### src/hls_regs.svh
`ifndef HLS_REGS_SVH
`define HLS_REGS_SVH
// apb register map, byte addresses
`define HLS_CTRL_OFS    12'h000
`define HLS_STAT_OFS    12'h004
// control field: selected head
`define HLS_CTRL_HEAD_LSB 0
`define HLS_CTRL_HEAD_W   4
`define HLS_CTRL_RST      4'h0
// status fields
`define HLS_STAT_STATE_LSB 0
`define HLS_STAT_TRACK_LSB 8
`define HLS_STAT_XFER_BIT  16
`define HLS_STAT_HLSW_BIT  17
// geometry
`define HLS_HEAD_MAX    4'h9
`define HLS_TRACK_MAX   8'hC7
// pack speed threshold in rpm
`define HLS_RPM_MIN     12'd1900
// carriage speeds in ips
`define HLS_IPS_FAST    4'h6
`define HLS_IPS_SLOW    4'h2
// timing: clock rate, tick length, delays in ms
`define HLS_CLK_MHZ     200
`define HLS_TICK_US     1000
`define HLS_TICK_CYC    (`HLS_TICK_US * `HLS_CLK_MHZ)
`define HLS_PURGE_MS    52000
`define HLS_PAWL_MS     20
`endif

### src/hls_pkg.sv
package hls_pkg;
  // sequencer states, one-hot
  typedef enum logic [7:0] {
    ST_WAIT   = 8'h01,
    ST_PURGE  = 8'h02,
    ST_PULL   = 8'h04,
    ST_LOAD   = 8'h08,
    ST_RETR   = 8'h10,
    ST_CREEP  = 8'h20,
    ST_READY  = 8'h40,
    ST_UNLOAD = 8'h80
  } hls_state_t;
endpackage

### src/hls_first_seek.sv
// The implementer's own choices: register access over APB and the register addresses.
`timescale 1ns/1ps
`include "hls_regs.svh"
module hls_first_seek #(
  parameter int TICK_CYC = `HLS_TICK_CYC,
  parameter int PURGE_MS = `HLS_PURGE_MS,
  parameter int PAWL_MS  = `HLS_PAWL_MS
) (
  // clock, reset, enable
  input  wire logic        CLK,
  input  wire logic        RST_N,
  input  wire logic        CE,
  // apb slave
  input  wire logic        PSEL,
  input  wire logic        PENABLE,
  input  wire logic        PWRITE,
  input  wire logic [11:0] PADDR,
  input  wire logic [31:0] PWDATA,
  output logic      [31:0] PRDATA,
  output logic             PREADY,
  output logic             PSLVERR,
  // drive sensors
  input  wire logic        PWR_OK,
  input  wire logic [11:0] PACK_RPM,
  input  wire logic        HL_SWITCH,
  input  wire logic        HOME_CELL,
  input  wire logic        TRACK_PULSE,
  // actuators
  output logic             DETENT_SOL,
  output logic             CAM_LATCH_SOL,
  output logic             HL_LATCH_SOL,
  output logic             MOTOR_FWD,
  output logic             MOTOR_REV,
  output logic      [3:0]  MOTOR_IPS,
  // controller side
  output logic             XFER_EN,
  output logic      [3:0]  HEAD_SEL,
  output logic      [7:0]  TRACK
);

  hls_pkg::hls_state_t state_r;
  hls_pkg::hls_state_t state_nxt;
  logic [17:0] tick_cnt_r;
  logic [15:0] ms_cnt_r;
  logic [3:0]  head_r;

  // condition decode
  wire speed_ok = (PACK_RPM >= `HLS_RPM_MIN);
  wire lost     = !PWR_OK || !speed_ok;
  wire tick     = (tick_cnt_r == 18'(TICK_CYC - 1));
  wire st_chg   = (state_nxt != state_r);
  wire purge_dn = tick && (ms_cnt_r == 16'(PURGE_MS - 1));
  wire pawl_dn  = tick && (ms_cnt_r == 16'(PAWL_MS - 1));

  // slow tick and millisecond timer, restart on every state change
  always_ff @(posedge CLK or negedge RST_N) begin
    if (!RST_N) begin
      tick_cnt_r <= 18'h00000;
      ms_cnt_r   <= 16'h0000;
    end else if (CE) begin
      tick_cnt_r <= (st_chg || tick) ? 18'h00000 : tick_cnt_r + 18'h00001;
      if (st_chg)
        ms_cnt_r <= 16'h0000;
      else if (tick)
        ms_cnt_r <= ms_cnt_r + 16'h0001;
    end
  end

  // sequencer next state
  always_comb begin
    state_nxt = state_r;
    unique case (state_r)
      hls_pkg::ST_WAIT: begin
        if (!lost)
          state_nxt = hls_pkg::ST_PURGE;
      end
      hls_pkg::ST_PURGE: begin
        if (lost)
          state_nxt = hls_pkg::ST_WAIT;
        else if (purge_dn)
          state_nxt = hls_pkg::ST_PULL;
      end
      hls_pkg::ST_PULL: begin
        if (lost)
          state_nxt = hls_pkg::ST_UNLOAD;
        else if (pawl_dn)
          state_nxt = hls_pkg::ST_LOAD;
      end
      hls_pkg::ST_LOAD: begin
        if (lost)
          state_nxt = hls_pkg::ST_UNLOAD;
        else if (HL_SWITCH)
          state_nxt = hls_pkg::ST_RETR;
      end
      hls_pkg::ST_RETR: begin
        if (lost)
          state_nxt = hls_pkg::ST_UNLOAD;
        else if (HOME_CELL)
          state_nxt = hls_pkg::ST_CREEP;
      end
      hls_pkg::ST_CREEP: begin
        // home low means data area, cylinder 00
        if (lost)
          state_nxt = hls_pkg::ST_UNLOAD;
        else if (!HOME_CELL)
          state_nxt = hls_pkg::ST_READY;
      end
      hls_pkg::ST_READY: begin
        if (lost)
          state_nxt = hls_pkg::ST_UNLOAD;
      end
      hls_pkg::ST_UNLOAD: begin
        // clear of the pack once the home cell sees light
        if (HOME_CELL)
          state_nxt = hls_pkg::ST_WAIT;
      end
      default: state_nxt = hls_pkg::ST_WAIT;
    endcase
  end

  // actuator decode from the next state, so outputs come from flops
  wire n_pull  = (state_nxt == hls_pkg::ST_PULL);
  wire n_load  = (state_nxt == hls_pkg::ST_LOAD);
  wire n_retr  = (state_nxt == hls_pkg::ST_RETR);
  wire n_creep = (state_nxt == hls_pkg::ST_CREEP);
  wire n_ready = (state_nxt == hls_pkg::ST_READY);
  wire n_unld  = (state_nxt == hls_pkg::ST_UNLOAD);
  wire n_det   = n_pull || n_load || n_retr || n_creep || n_unld;
  wire n_fwd   = n_load || n_creep;
  wire n_rev   = n_retr || n_unld;
  wire n_hl    = !lost && (n_load || n_retr || n_creep || n_ready);
  wire [3:0] n_ips = (n_load || n_rev) ? `HLS_IPS_FAST
                   : n_creep ? `HLS_IPS_SLOW : 4'h0;

  // track counting, saturating at both ends
  wire moving   = MOTOR_FWD || MOTOR_REV;
  wire trk_up   = TRACK_PULSE && MOTOR_FWD && (TRACK != `HLS_TRACK_MAX);
  wire trk_dn   = TRACK_PULSE && MOTOR_REV && (TRACK != 8'h00);
  wire trk_zero = (state_r == hls_pkg::ST_CREEP) && n_ready;

  // state, actuators, track
  always_ff @(posedge CLK or negedge RST_N) begin
    if (!RST_N) begin
      state_r       <= hls_pkg::ST_WAIT;
      DETENT_SOL    <= 1'b0;
      CAM_LATCH_SOL <= 1'b0;
      HL_LATCH_SOL  <= 1'b0;
      MOTOR_FWD     <= 1'b0;
      MOTOR_REV     <= 1'b0;
      MOTOR_IPS     <= 4'h0;
      XFER_EN       <= 1'b0;
      TRACK         <= 8'h00;
    end else if (CE) begin
      state_r       <= state_nxt;
      DETENT_SOL    <= n_det;
      CAM_LATCH_SOL <= n_load;
      HL_LATCH_SOL  <= n_hl;
      MOTOR_FWD     <= n_fwd;
      MOTOR_REV     <= n_rev;
      MOTOR_IPS     <= n_ips;
      XFER_EN       <= n_ready;
      if (trk_zero)
        TRACK <= 8'h00;
      else if (moving && trk_up)
        TRACK <= TRACK + 8'h01;
      else if (moving && trk_dn)
        TRACK <= TRACK - 8'h01;
    end
  end

  // apb decode; answer is registered in setup, zero wait states
  wire setup   = PSEL && !PENABLE;
  wire acc     = PSEL && PENABLE && PREADY;
  wire hit_c   = (PADDR == `HLS_CTRL_OFS);
  wire hit_s   = (PADDR == `HLS_STAT_OFS);
  wire [3:0] wr_head = PWDATA[`HLS_CTRL_HEAD_LSB +: `HLS_CTRL_HEAD_W];
  wire bad_hd  = hit_c && PWRITE && (wr_head > `HLS_HEAD_MAX);
  // status is read-only; unmapped and bad writes are refused
  wire err     = !(hit_c || hit_s) || (hit_s && PWRITE) || bad_hd;
  wire [31:0] ctrl_rd = {28'h0000000, head_r};
  wire [31:0] stat_rd = {14'h0000, HL_SWITCH, XFER_EN, TRACK,
                         state_r};
  wire [31:0] rd_mux  = hit_c ? ctrl_rd : hit_s ? stat_rd : 32'h00000000;

  // apb answer and control register
  always_ff @(posedge CLK or negedge RST_N) begin
    if (!RST_N) begin
      PREADY   <= 1'b0;
      PSLVERR  <= 1'b0;
      PRDATA   <= 32'h00000000;
      head_r   <= `HLS_CTRL_RST;
      HEAD_SEL <= `HLS_CTRL_RST;
    end else if (CE) begin
      PREADY   <= setup;
      PSLVERR  <= setup && err;
      PRDATA   <= (setup && !PWRITE) ? rd_mux : 32'h00000000;
      if (acc && PWRITE && hit_c && !PSLVERR)
        head_r <= wr_head;
      HEAD_SEL <= head_r;
    end
  end
endmodule // hls_first_seek

### config.mk
export PLATFORM = sky130hd
export DESIGN_NAME = hls_first_seek
export DESIGN_NICKNAME = d
export VERILOG_FILES = /design/src/hls_pkg.sv /design/src/hls_first_seek.sv
export VERILOG_INCLUDE_DIRS = /design/src
export SDC_FILE = /design/constraint.sdc
export NUM_CORES = 1
export LEC_CHECK = 0
export ABC_CLOCK_PERIOD_IN_PS = 2700
export BUFFER_PORTS_ARGS = -buffer_cell sky130_fd_sc_hd__buf_2
export CAP_MARGIN = 25
export CORE_ASPECT_RATIO = 0.6
export CORE_UTILIZATION = 25
export DETAILED_ROUTE_END_ITERATION = 10
export PLACE_DENSITY = 0.5
export REMOVE_ABC_BUFFERS = 1
export SLEW_MARGIN = 30
export SYNTH_ARGS = -nofsm -noshare
export SYNTH_HDL_FRONTEND = slang
export SYNTH_SLANG_ARGS = --single-unit
### constraint.sdc
create_clock -name CLK -period 2.7 [get_ports CLK]
set_input_delay 0.27 -clock CLK [delete_from_list [all_inputs] [get_ports CLK]]
set_output_delay 0.27 -clock CLK [all_outputs]
set_load 0.05 [all_outputs]
# Yosys cells after proc, flatten, opt, wreduce, memory -nomap -nowiden
# Index checks and enable logic that the tools add are counted.
[op_classes]
eq_ne = 20
shift = 0
n_reduce_logical = 51
n_div = 0
muxes = 25
n_mul = 0
magnitude_cmp = 2
bitwise_logic = 0
n_addsub = 4
[ops]
columns = ["op", "n"]
rows = [
  ["$mux W8", 16],
  ["$mux W18", 4],
  ["$pmux W8 S8", 1],
  ["$mux W16", 2],
  ["$logic_and A1 B1 Y1", 21],
  ["$add A18 B1 Y18 const B", 1],
  ["$eq A18 B18 Y1 const B", 1],
  ["$add A16 B1 Y16 const B", 1],
  ["$eq A16 B16 Y1 const B", 1],
  ["$eq A16 B5 Y1 const B", 1],
  ["$eq A8 B3 Y1 const B", 2],
  ["$eq A8 B4 Y1 const B", 2],
  ["$eq A8 B5 Y1 const B", 2],
  ["$eq A8 B6 Y1 const B", 2],
  ["$eq A8 B7 Y1 const B", 2],
  ["$eq A8 B8 Y1 const B", 2],
  ["$logic_or A1 B1 Y1", 16],
  ["$eq A12 B3 Y1 const B", 1],
  ["$ge A12 B11 Y1 const B", 1],
  ["$logic_not A12 Y1", 1],
  ["$add A8 B1 Y8 const B", 1],
  ["$eq A8 B1 Y1 const B", 1],
  ["$eq A8 B2 Y1 const B", 1],
  ["$ne A8 B8 Y1", 1],
  ["10 further kinds", 18],
]
[word_totals]
input_bits = 66
wordCells = 118
romBits = 0
reg_bits = 102
ramBits = 0
latchBits = 0
mem_count = 0

# Logic depth before layout (Yosys ltp)
# Gate-level depths: netlist of run 1.
[logic_depth]
ltp_word = 10
mapped_depth = 13

# Worst setup path before layout of run 1
# No wires, ideal clock.
[synth_timing]
path_type = "register -> register"
from = "register TRACK[0]"
to = "register TRACK[7]"
t_required_ns = 2.579
n_path_buf = 0
setup_time_ns = 0.121
arrival_ns = 2.844
stages_incl_launch_ff = 13
setup_slack_ns = -0.265
path_cell_list = "dfrtp_1 inv_1 nor3_1 a31oi_1 inv_1 ha_1 a21o_1 a21oi_1 o21ai_0 o41ai_1 xnor2_1 o21ai_0 a22o_1"
[synth_between]
elab_chain_len = 5
[synth_lines]
columns = ["item", "line", "rtl"]
rows = [
  ["from (decl)", "hls_first_seek.sv:38", "output logic [7:0] TRACK"],
  ["from (signal assigned)", "hls_first_seek.sv:165", "TRACK <= TRACK + 8'h01;"],
  ["from (signal assigned)", "hls_first_seek.sv:167", "TRACK <= TRACK - 8'h01;"],
  ["branches (longest 5 deep; another with $sub A8 B1 Y8)", "n/a", ""],
]
# Several ways; the timed one is not identified. The select of a mux whose other input is x is not followed.
# A chain may end at the register's enable or synchronous reset.

# Worst setup path after layout of run 1
[layout_timing]
from = "register state_r[5]"
to = "register ms_cnt_r[5]"
[layout_between]
elab_chain_len = 6
[layout_lines]
columns = ["item", "line", "rtl"]
rows = [
  ["from (decl)", "hls_first_seek.sv:41", "hls_pkg::hls_state_t state_r;"],
  ["from (signal assigned)", "hls_first_seek.sv:144", "state_r <= hls_pkg::ST_WAIT;"],
  ["from (signal assigned)", "hls_first_seek.sv:154", "state_r <= state_nxt;"],
  ["$mux W8 (on tied branches) (2 in a row)", "n/a", ""],
  ["$pmux W8 S8", "hls_first_seek.sv:72", "unique case (state_r)"],
  ["$ne A8 B8 Y1 (*)", "hls_first_seek.sv:51", "wire st_chg = (state_nxt != state_r);"],
  ["$reduce_bool A2 Y1 (no line)", "n/a", ""],
  ["$reduce_and A2 Y1 (no line)", "n/a", ""],
  ["to (signal assigned)", "hls_first_seek.sv:65", "ms_cnt_r <= ms_cnt_r + 16'h0001;"],
  ["to (decl)", "hls_first_seek.sv:44", "logic [15:0] ms_cnt_r;"],
]
# Mark *: on every way between the ends. The rest lies on a longest branch, timed or not.

==> flow_summary.ini, run 1 <==
[clock_network]
cts_tree = yes
cts_max_level = 3
cts_buffers = 9
numClockSinks = 86
clk_latency_ns = 0.35
clkTransAtPathRegs_ns = 0.07
cts_max_path_buffers = 2
cts-root-buf = clkbuf_16

[yosys]
seq_area_frac_synth = 0.436
synth_top_area_cell = dfrtp_1
synth_area_leaders = dfrtp_1 (43%), nand2_1 (3.7%), mux2_2 (3.6%)
yosys_most_used_dff = dfrtp_1
avgSynthCellArea_sq_um = 9.31
synth-edff-count = 0
syn_area_sq_um = 4940
async_reset_ff_frac = 1.00
synth_seq_cells = 86
syn_inst = 531
yosysTopAreaCellShare = 0.430
ys_warn_count = 0
yosysUniqueCellTypes = 68

[finish]
areaGrowthSynthToFinish_pct = 39.5
final_cell_mix = buf_4 (104), dfrtp_1 (85), buf_2 (74), nand2_1 (49), nor2_1 (48)
fin_nets = 775
fillers = 1964
fin_cells = 971
layout-drive-gt1-share = 0.380
n_antenna_cell = 0
final_common_cell = buf_4

[min_path]
hold_class = in -> reg
worstHoldStart = PWDATA[0]
holdPathEnd = head_r[0]$_DFFE_PN0P_
hold_path_depth = 2

[critical_path]
timing.rr.start = state_r[5]$_DFFE_PN0P_
cp.required_ns = 2.93
path_class = reg -> reg
critPathSlowestCell = or4_4
worst_ep_arrival_time_ns = 3.05
r2r_cells = 10
reg2reg_slack_ns = -0.12
cp-end-kind = flip-flop
path_cells = or4_4, or4b_4, o311ai_4, a2bb2oi_2, a221o_1, nor3_4, buf_12, buf_8, buf_6, a221o_1
startpoint_type = flip-flop
max_stage_delay_ns = 0.57
cp_common_cell = a221o_1
critPathMaxFanout = 6
r2r-end = ms_cnt_r[5]$_DFFE_PN0P_

[timing]
max_slew.worst_pin.slew_ns = 0.548
report.final.slew_viol_count = 0
fin_crit_sh = 1.04
fin_crit_ns = 2.82
setup_violations = 23
finalWorstSetupSlack_ns = -0.121
fin_setup_tns_ns = -1.10
finClkSkew_ns = 0.00946
grt_setup_unrepaired = true
clock.fmax_ghz = 0.355
max-slew-margin-rel = 0.635
finalHoldViolCount = 0

[routing]
firstDrtPassIters = 5
drt_wl_total_microns = 14700
wl_per_cell_microns = 15.1
postRouteAntennaNets = 0
drt_iter0_drc = 305
vias_per_cell = 4.68
drcViolationCount = 0
num_vias = 4544

[die]
initial_core_util = 0.258
rows = 39
die_w_microns = 184
core_area_sq_um = 19200
num_io_pins = 122
chipHeight_microns = 111
dieArea_sq_um = 20400

[global_route]
grt_pass1_vias = 4510
antenna_found_initial = 0
grt_pass1_wl_microns = 23900
overflow = 0
grt.total_usage = 0.149
grt_max_degree = 52

[pwr]
leakage_nw = 3.18
p_per_area_nw_per_um2 = 605
ir_worst_vdd_mv = 0.383

[placed_design]
place.gp.congestion = 0.886
dp_hpwl_microns = 10800
dp_slack_ns = -0.258
placedCellCount = 942
numPortBuffers = 75

[run_status]
outcome = finished, violations left
violations = setup timing

[run]
cap_violations = 0
## worst max-delay path by stage
stage / cells past startpoint / startpoint / endpoint / slack [ns]
finish: 10 / state_r[5]$_DFFE_PN0P_ / ms_cnt_r[5]$_DFFE_PN0P_ / -0.12
CTS: 10 / state_r[7]$_DFFE_PN0P_ / ms_cnt_r[5]$_DFFE_PN0P_ / -0.12
detailed placement: 8 / state_r[4]$_DFFE_PN0P_ / ms_cnt_r[9]$_DFFE_PN0P_ / -0.26
global placement: 10 / ms_cnt_r[7]$_DFFE_PN0P_ / tick_cnt_r[16]$_DFFE_PN0P_ / -0.17
floorplan: 12 / TRACK[0]$_DFFE_PN0P_ / TRACK[7]$_DFFE_PN0P_ / -0.28
global route: 12 / state_r[4]$_DFFE_PN0P_ / ms_cnt_r[5]$_DFFE_PN0P_ / -0.25
## worst max-delay path, delay by kind of cell, from the launching register on
kind | cells | cell delay, ns
compound gates | 4 | 0.76
flops | 1 | 0.39
buf+inv | 3 | 0.38
simple gates | 3 | 1.17
## metal layers
layer / up-vias / GRT usage / wire, microns
li1: 2236 / - / -
met1: 2198 / 0.226 / 7740
met2: 98 / 0.211 / 6120
met3: 12 / 0.0335 / 669
met5: - / 0 / 0
met4: 0 / 0.0317 / 125
## metrics by stage
stage | area [sq um] | util | total power [mW] | hold WS (ns)
2_1_floorplan | 4770 | - | 2.31 | -0.0256
3_3_place_gp | 6230 | 0.325 | 2.82 | 0.259
3_5_place_dp | 6230 | 0.325 | 2.86 | 0.269
4_1_cts | 6670 | 0.348 | 4.16 | 0.148
5_1_grt | 6900 | 0.360 | 4.42 | 0.169
6_report | 6900 | 0.360 | 4.18 | 0.163
## Yosys cell counts (2+ instances only)
cell type	instances
nor4_1	12
a221o_1	2
a22o_1	15
a21o_1	3
nand4b_1	3
o21ai_0	23
nand3b_1	5
o31ai_1	8
a21oi_1	14
nand3_1	24
o2bb2ai_1	7
o21a_1	5
nor2b_1	12
inv_1	18
nor4bb_1	2
nor3_1	9
nand2_1	49
dfrtp_1	85
clkbuf_1	16
nor3_2	2
xor2_1	13
nor4b_1	2
or2_2	4
and3_1	8
or4_1	3
mux2_2	16
or3_1	8
a2bb2oi_1	5
mux2i_1	6
nor2_1	48
nand4_1	6
xnor2_1	6
o22ai_1	4
buf_2	9
ha_1	8
a31oi_1	15
nand2b_1	7
and2_1	3
or3b_2	2
buf_4	16
## flip-flops by register name, summed over array words and instances, names as in the netlist
signal	cells
TRACK	8
HEAD_SEL	4
ms_cnt_r	16
DETENT_SOL	1
tick_cnt_r	18
state_r	8
PSLVERR	1
MOTOR_REV	1
HL_LATCH_SOL	1
MOTOR_FWD	1
PRDATA	18
head_r	4
MOTOR_IPS	2
PREADY	1
XFER_EN	1
CAM_LATCH_SOL	1
## cells by family after synthesis
logic type,count (synthesis),share of synthesized area
xor gates and xnor gates,19,0.0337
other,1,0.000759
and+or+nand+nor,215,0.228
DFF,86,0.436
buffers and inverters,61,0.0607
muxes,22,0.0486
adders and majority gates,9,0.0243
AOI/OAI and AO/OA,118,0.169
## report_power, final
part | internal [mW] | total, mW | switching, mW
clock | 0.661 | 1.21 | 0.553
combinational | 0.620 | 1.54 | 0.915
sequential | 1.37 | 1.43 | 0.0542
total | 2.65 | 4.18 | 1.52
## what timing repair did
action | in CTS | in global routing
pin swaps | 9 | 14
hold buffers | 1 | 0
cloned | 0 | 0
setup buffers | 5 | 8
hold endpoints to repair | 34 | 0
resized for setup | 16 | 39
setup endpoints to repair | 46 | 47
## layout make-up
cell class / instances / area [sq um] / area share
clock buffer: 11 / 243 / 0.0352
tap: 266 / 333 / 0.0483
sequential: 86 / 2150 / 0.312
clock inverter: 5 / 42.5 / 0.00617
timing repair buffer: 185 / 1260 / 0.183
inverter: 19 / 71.3 / 0.0103
multi-input combinational: 399 / 2800 / 0.405
Power figures use the tool's default switching activity.
==> run 2, diff against run 1 <==
--- a/config.mk
+++ b/config.mk
@@ -16,2 +16,3 @@
 export REMOVE_ABC_BUFFERS = 1
+export SKIP_LAST_GASP = 1
 export SLEW_MARGIN = 30
--- a/constraint.sdc
+++ b/constraint.sdc
@@ -3,2 +3,2 @@
 set_output_delay 0.27 -clock CLK [all_outputs]
-set_load 0.05 [all_outputs]
+set_load 0.005 [all_outputs]
==> flow_summary.ini, run 2 (same netlist as run 1, synthesis figures left out) <==
[pwr]
finalPower_mw = 4.04
leakage_nw = 3.23
ir_worst_vdd_mv = 0.286
p_per_area_nw_per_um2 = 566

[timing]
finalWorstSetupSlack_ns = -0.151
grt_setup_unrepaired = true
finClkSkew_ns = 0.0116
report.final.slew_viol_count = 0
max-slew-margin-rel = 0.616
fin_crit_sh = 1.06
max_slew.worst_pin.slew_ns = 0.577
clock.fmax_ghz = 0.351
setup_violations = 30
finalHoldViolCount = 0
fin_crit_ns = 2.85

[finish]
final_common_cell = buf_4
areaGrowthSynthToFinish_pct = 44.4
top_regs = PRDATA: 18 flops, tick_cnt_r: 18 flops, ms_cnt_r: 16 flops
utilization = 0.372
layout-drive-gt1-share = 0.407
fin_nets = 778
n_antenna_cell = 0
fillers = 1898
final_cell_mix = buf_4 (101), dfrtp_1 (85), buf_2 (74), nand2_1 (48), nor2_1 (38)

[routing]
drcViolationCount = 0
wl_met2_microns = 6500
drt_iter0_drc = 293
met1_length_microns = 7760
wl_per_cell_microns = 15.4
drt_wl_total_microns = 15000
dr.max_layer_used = met4
vias_per_cell = 4.79
postRouteAntennaNets = 0
wl_met3_microns = 643
num_vias = 4668
firstDrtPassIters = 4

[critical_path]
path_cells = or4_4, or4b_4, o311ai_4, a2bb2oi_2, a221o_1, nor3_4, buf_12, buf_4, and3_4, a221o_1
r2r-end = ms_cnt_r[5]$_DFFE_PN0P_
crit_buf_inv = 2
critPathMaxFanout = 7
path_delay_family = simple AND/OR/NAND/NOR gates
worst_ep_arrival_time_ns = 3.08
reg2reg_slack_ns = -0.15
cp_common_cell = a221o_1
critPathSlowestCell = or4_4
cp-end-kind = flip-flop
cp.required_ns = 2.93
path_class = reg -> reg
timing.rr.start = state_r[4]$_DFFE_PN0P_
startpoint_type = flip-flop
max_stage_delay_ns = 0.57
r2r_cells = 10

[clock_network]
clk_latency_ns = 0.35
cts_max_path_buffers = 2
cts_buffers = 9
cts_tree = yes
clkTransAtPathRegs_ns = 0.07
numClockSinks = 86
cts_max_level = 3
cts-root-buf = clkbuf_16

[min_path]
worstHoldStart = PWDATA[0]
holdPathEnd = head_r[0]$_DFFE_PN0P_
hold_class = in -> reg
hold_path_depth = 2

[placed_design]
numPortBuffers = 75
place.gp.congestion = 0.877
dp_hpwl_microns = 10800

[die]
core_area_sq_um = 19200
initial_core_util = 0.258
dieArea_sq_um = 20400
die_w_microns = 184
num_io_pins = 122
rows = 39
chipHeight_microns = 111

[global_route]
antenna_found_initial = 0
grt.total_usage = 0.153
overflow = 0
grt_pass1_wl_microns = 24600
grt_max_degree = 52
grt_pass1_vias = 4562

[run_status]
outcome = finished, violations left
violations = setup timing

[run]
cap_violations = 0
==> run 2: cell count changes in the layout (fill, tap and decap cells not counted), sizes merged <==
cell,delta
buf,+2
bufinv,+1
clkbuf,-1
clkinv,-1
clkinvlp,+1
nand2,+1
==> run 2: how the worst max path moves through the flow <==
stage / startpoint / to / slack (ns) / cells after the start
detailed placement: ms_cnt_r[7]$_DFFE_PN0P_ / ms_cnt_r[7]$_DFFE_PN0P_ / -0.27 / 9
finish: state_r[4]$_DFFE_PN0P_ / ms_cnt_r[5]$_DFFE_PN0P_ / -0.15 / 10
CTS: state_r[4]$_DFFE_PN0P_ / ms_cnt_r[5]$_DFFE_PN0P_ / -0.17 / 10
global placement: state_r[5]$_DFFE_PN0P_ / tick_cnt_r[16]$_DFFE_PN0P_ / -0.17 / 11
floorplan: state_r[5]$_DFFE_PN0P_ / ms_cnt_r[11]$_DFFE_PN0P_ / -0.19 / 8
global route: state_r[4]$_DFFE_PN0P_ / ms_cnt_r[7]$_DFFE_PN0P_ / -0.28 / 10
==> run 2: routing by layer <==
metal,vias up,global-route usage
met5,-,0
met4,0,0.0322
met3,11,0.0319
met2,86,0.220
met1,2331,0.232
li1,2240,-
==> run 2: power breakdown <==
| part | switching (mW) | internal, mW |
|---|---|---|
| clock | 0.546 | 0.727 |
| sequential | 0.0624 | 1.37 |
| combinational | 0.662 | 0.667 |
==> run 2: through the flow <==
step / hold slack (ns) / area [sq um] / setup slack (ns) / cells / TNS (ns)
2_1_floorplan: -0.0256 / 4770 / -0.187 / 504 / -3.18
3_3_place_gp: 0.260 / 6230 / -0.172 / 941 / -4.53
3_5_place_dp: 0.267 / 6230 / -0.270 / 941 / -6.58
4_1_cts: 0.136 / 6850 / -0.168 / 973 / -2.10
5_1_grt: 0.147 / 7140 / -0.277 / 974 / -7.07
6_report: 0.153 / 7140 / -0.151 / 974 / -2.55
==> run 2: final cells by class <==
class	count	area [sq um]	area share
repair buffers	187	1290	0.181
clock buffers	10	229	0.0321
well taps	266	333	0.0466
flip-flops and latches	86	2150	0.302
clock inverters	6	71.3	0.00999
inverters	19	71.3	0.00999
multi-input cells	400	2990	0.419
==> run 2: repair_timing <==
action | in CTS | in global routing
hold endpoints to repair | 34 | 0
setup buffers | 14 | 3
hold buffers | 1 | 0
cloned | 1 | 0
pin swaps | 25 | 20
resized for setup | 38 | 54
endpoints found under the setup margin | 47 | 44
==> run 3, diff against run 2 <==
Settings changed: ABC_CLOCK_PERIOD_IN_PS 2700 to 3600, PLACE_DENSITY 0.5 to 0.49.
Clock period 2.7 ns to 3.6 ns, I/O delays scaled along.
==> flow_summary.ini, run 3 (same netlist as run 1, synthesis figures left out) <==
[die]
chipHeight_microns = 111
die_w_microns = 184
dieArea_sq_um = 20400
core_area_sq_um = 19200
num_io_pins = 122
rows = 39
initial_core_util = 0.258

[routing]
drcViolationCount = 0
num_vias = 4160
wl_per_cell_microns = 14.6
vias_per_cell = 4.77
drt_iter0_drc = 304
drt_wl_total_microns = 12700
firstDrtPassIters = 5
postRouteAntennaNets = 0

[finish]
fillers = 1985
multiInputGateArea_sq_um = 2550
layout-drive-gt1-share = 0.219
areaGrowthSynthToFinish_pct = 18.7
top_regs = PRDATA: 18 flops, tick_cnt_r: 18 flops, ms_cnt_r: 16 flops
fin_nets = 677
design_area_sq_um = 5870
register_area_sq_um = 2150
n_antenna_cell = 0
final_cell_mix = dfrtp_1 (85), buf_2 (74), nand2_1 (49), nor2_1 (48), nand3_1 (24)
final_common_cell = dfrtp_1

[placed_design]
dpl_cell_area_sq_um = 5570
dp_hpwl_microns = 9190
place.gp.congestion = 0.868
numPortBuffers = 75

[clock_network]
cts_tree = yes
cts_buffers = 9
cts_hold_buffers = 0
cts_max_level = 3
cts_max_path_buffers = 2
cts-root-buf = clkbuf_16
cts_resized = 0
cts_setup_buffers = 0
numClockSinks = 86
clkTransAtPathRegs_ns = 0.06
clk_latency_ns = 0.35

[critical_path]
cp.required_ns = 3.80
path_class = reg -> reg
startpoint_type = flip-flop
cp-end-kind = flip-flop
worst_ep_arrival_time_ns = 3.42
path_delay_family = simple AND/OR/NAND/NOR gates
max_stage_delay_ns = 0.57
path_cells = or4_1, nor4_1, nor4b_1, nand3b_1, a221o_1, nor3_4, a21oi_2, o22ai_1
critPathSlowestCell = or4_1
critPathMaxFanout = 14
crit_buf_inv = 0

[pwr]
p_per_area_nw_per_um2 = 454
ir_worst_vdd_mv = 0.237
leakage_nw = 2.62

[global_route]
grt_max_degree = 73
grt.total_usage = 0.132
grt_pass1_vias = 4086
antenna_found_initial = 0
overflow = 0
grt_pass1_wl_microns = 21500

[timing]
clock.fmax_ghz = 0.311
report.final.slew_viol_count = 0
max_slew.worst_pin.slew_ns = 0.717
grt_setup_unrepaired = false
finalHoldViolCount = 0
fin_crit_sh = 0.893
fin_crit_ns = 3.22
max-slew-margin-rel = 0.518
fin_setup_tns_ns = 0
setup_violations = 0
finClkSkew_ns = 0.0119

[min_path]
hold_class = in -> async

[run]
cap_violations = 0

[run_status]
outcome = completed
[run 3: final cells by class]
type                    instances  area share
flip-flops and latches         86       0.367
repair buffers                 87      0.0804
inverters                      19      0.0122
well taps                     266      0.0567
clock buffers                  11      0.0397
multi-input cells             399       0.434
clock inverters                 5      0.0100
[run 3: worst paths after layout]
kind	start	end	slack, ns	cells past startpoint
worst max-delay path	ms_cnt_r[7]$_DFFE_PN0P_	ms_cnt_r[0]$_DFFE_PN0P_	0.38	8
worst min-delay path	RST_N	ms_cnt_r[8]$_DFFE_PN0P_	0.03	1
worst min register to register	PRDATA[3]$_DFFE_PN0P_	PRDATA[3]$_DFFE_PN0P_	0.50	1
min in group CLK	PWDATA[0]	head_r[0]$_DFFE_PN0P_	0.26	2
worst max register to register	ms_cnt_r[7]$_DFFE_PN0P_	ms_cnt_r[0]$_DFFE_PN0P_	0.38	8
max in group asynchronous	RST_N	state_r[0]$_DFFE_PN1P_	2.80	2
[run 3: power breakdown]
group	switching, mW	leakage (nW)	internal (mW)
Sequential	0.0966	1.17	1.03
Clock	0.395	0.136	0.540
Combinational	0.328	1.32	0.272
[run 3: metal layers]
layer | routed length (microns) | track usage
met1 | 6720 | 0.197
met2 | 5300 | 0.191
met3 | 634 | 0.0306
met4 | 77 | 0.0294
met5 | 0 | 0
[run 3: per-stage QoR]
| step | util | power (mW) | setup WS, ns | instances | hold slack (ns) |
|---|---|---|---|---|---|
| after floorplan | - | 1.52 | 0.713 | 504 | 0.0644 |
| final | 0.306 | 2.66 | 0.385 | 873 | 0.0335 |
| after global placement | 0.291 | 1.73 | 0.419 | 857 | 0.482 |
| after detailed placement | 0.291 | 1.75 | 0.373 | 857 | 0.480 |
| after global routing | 0.306 | 2.83 | 0.0476 | 873 | 0.0822 |
| after CTS | 0.306 | 2.70 | 0.362 | 873 | 0.212 |
[run 3: worst reg2reg max path, cell delays in order, from the launching register on]
cell	delay, ns
dfrtp_1	0.44
or4_1	0.57
nor4_1	0.30
nor4b_1	0.48
nand3b_1	0.24
a221o_1	0.26
nor3_4	0.10
a21oi_2	0.54
o22ai_1	0.15
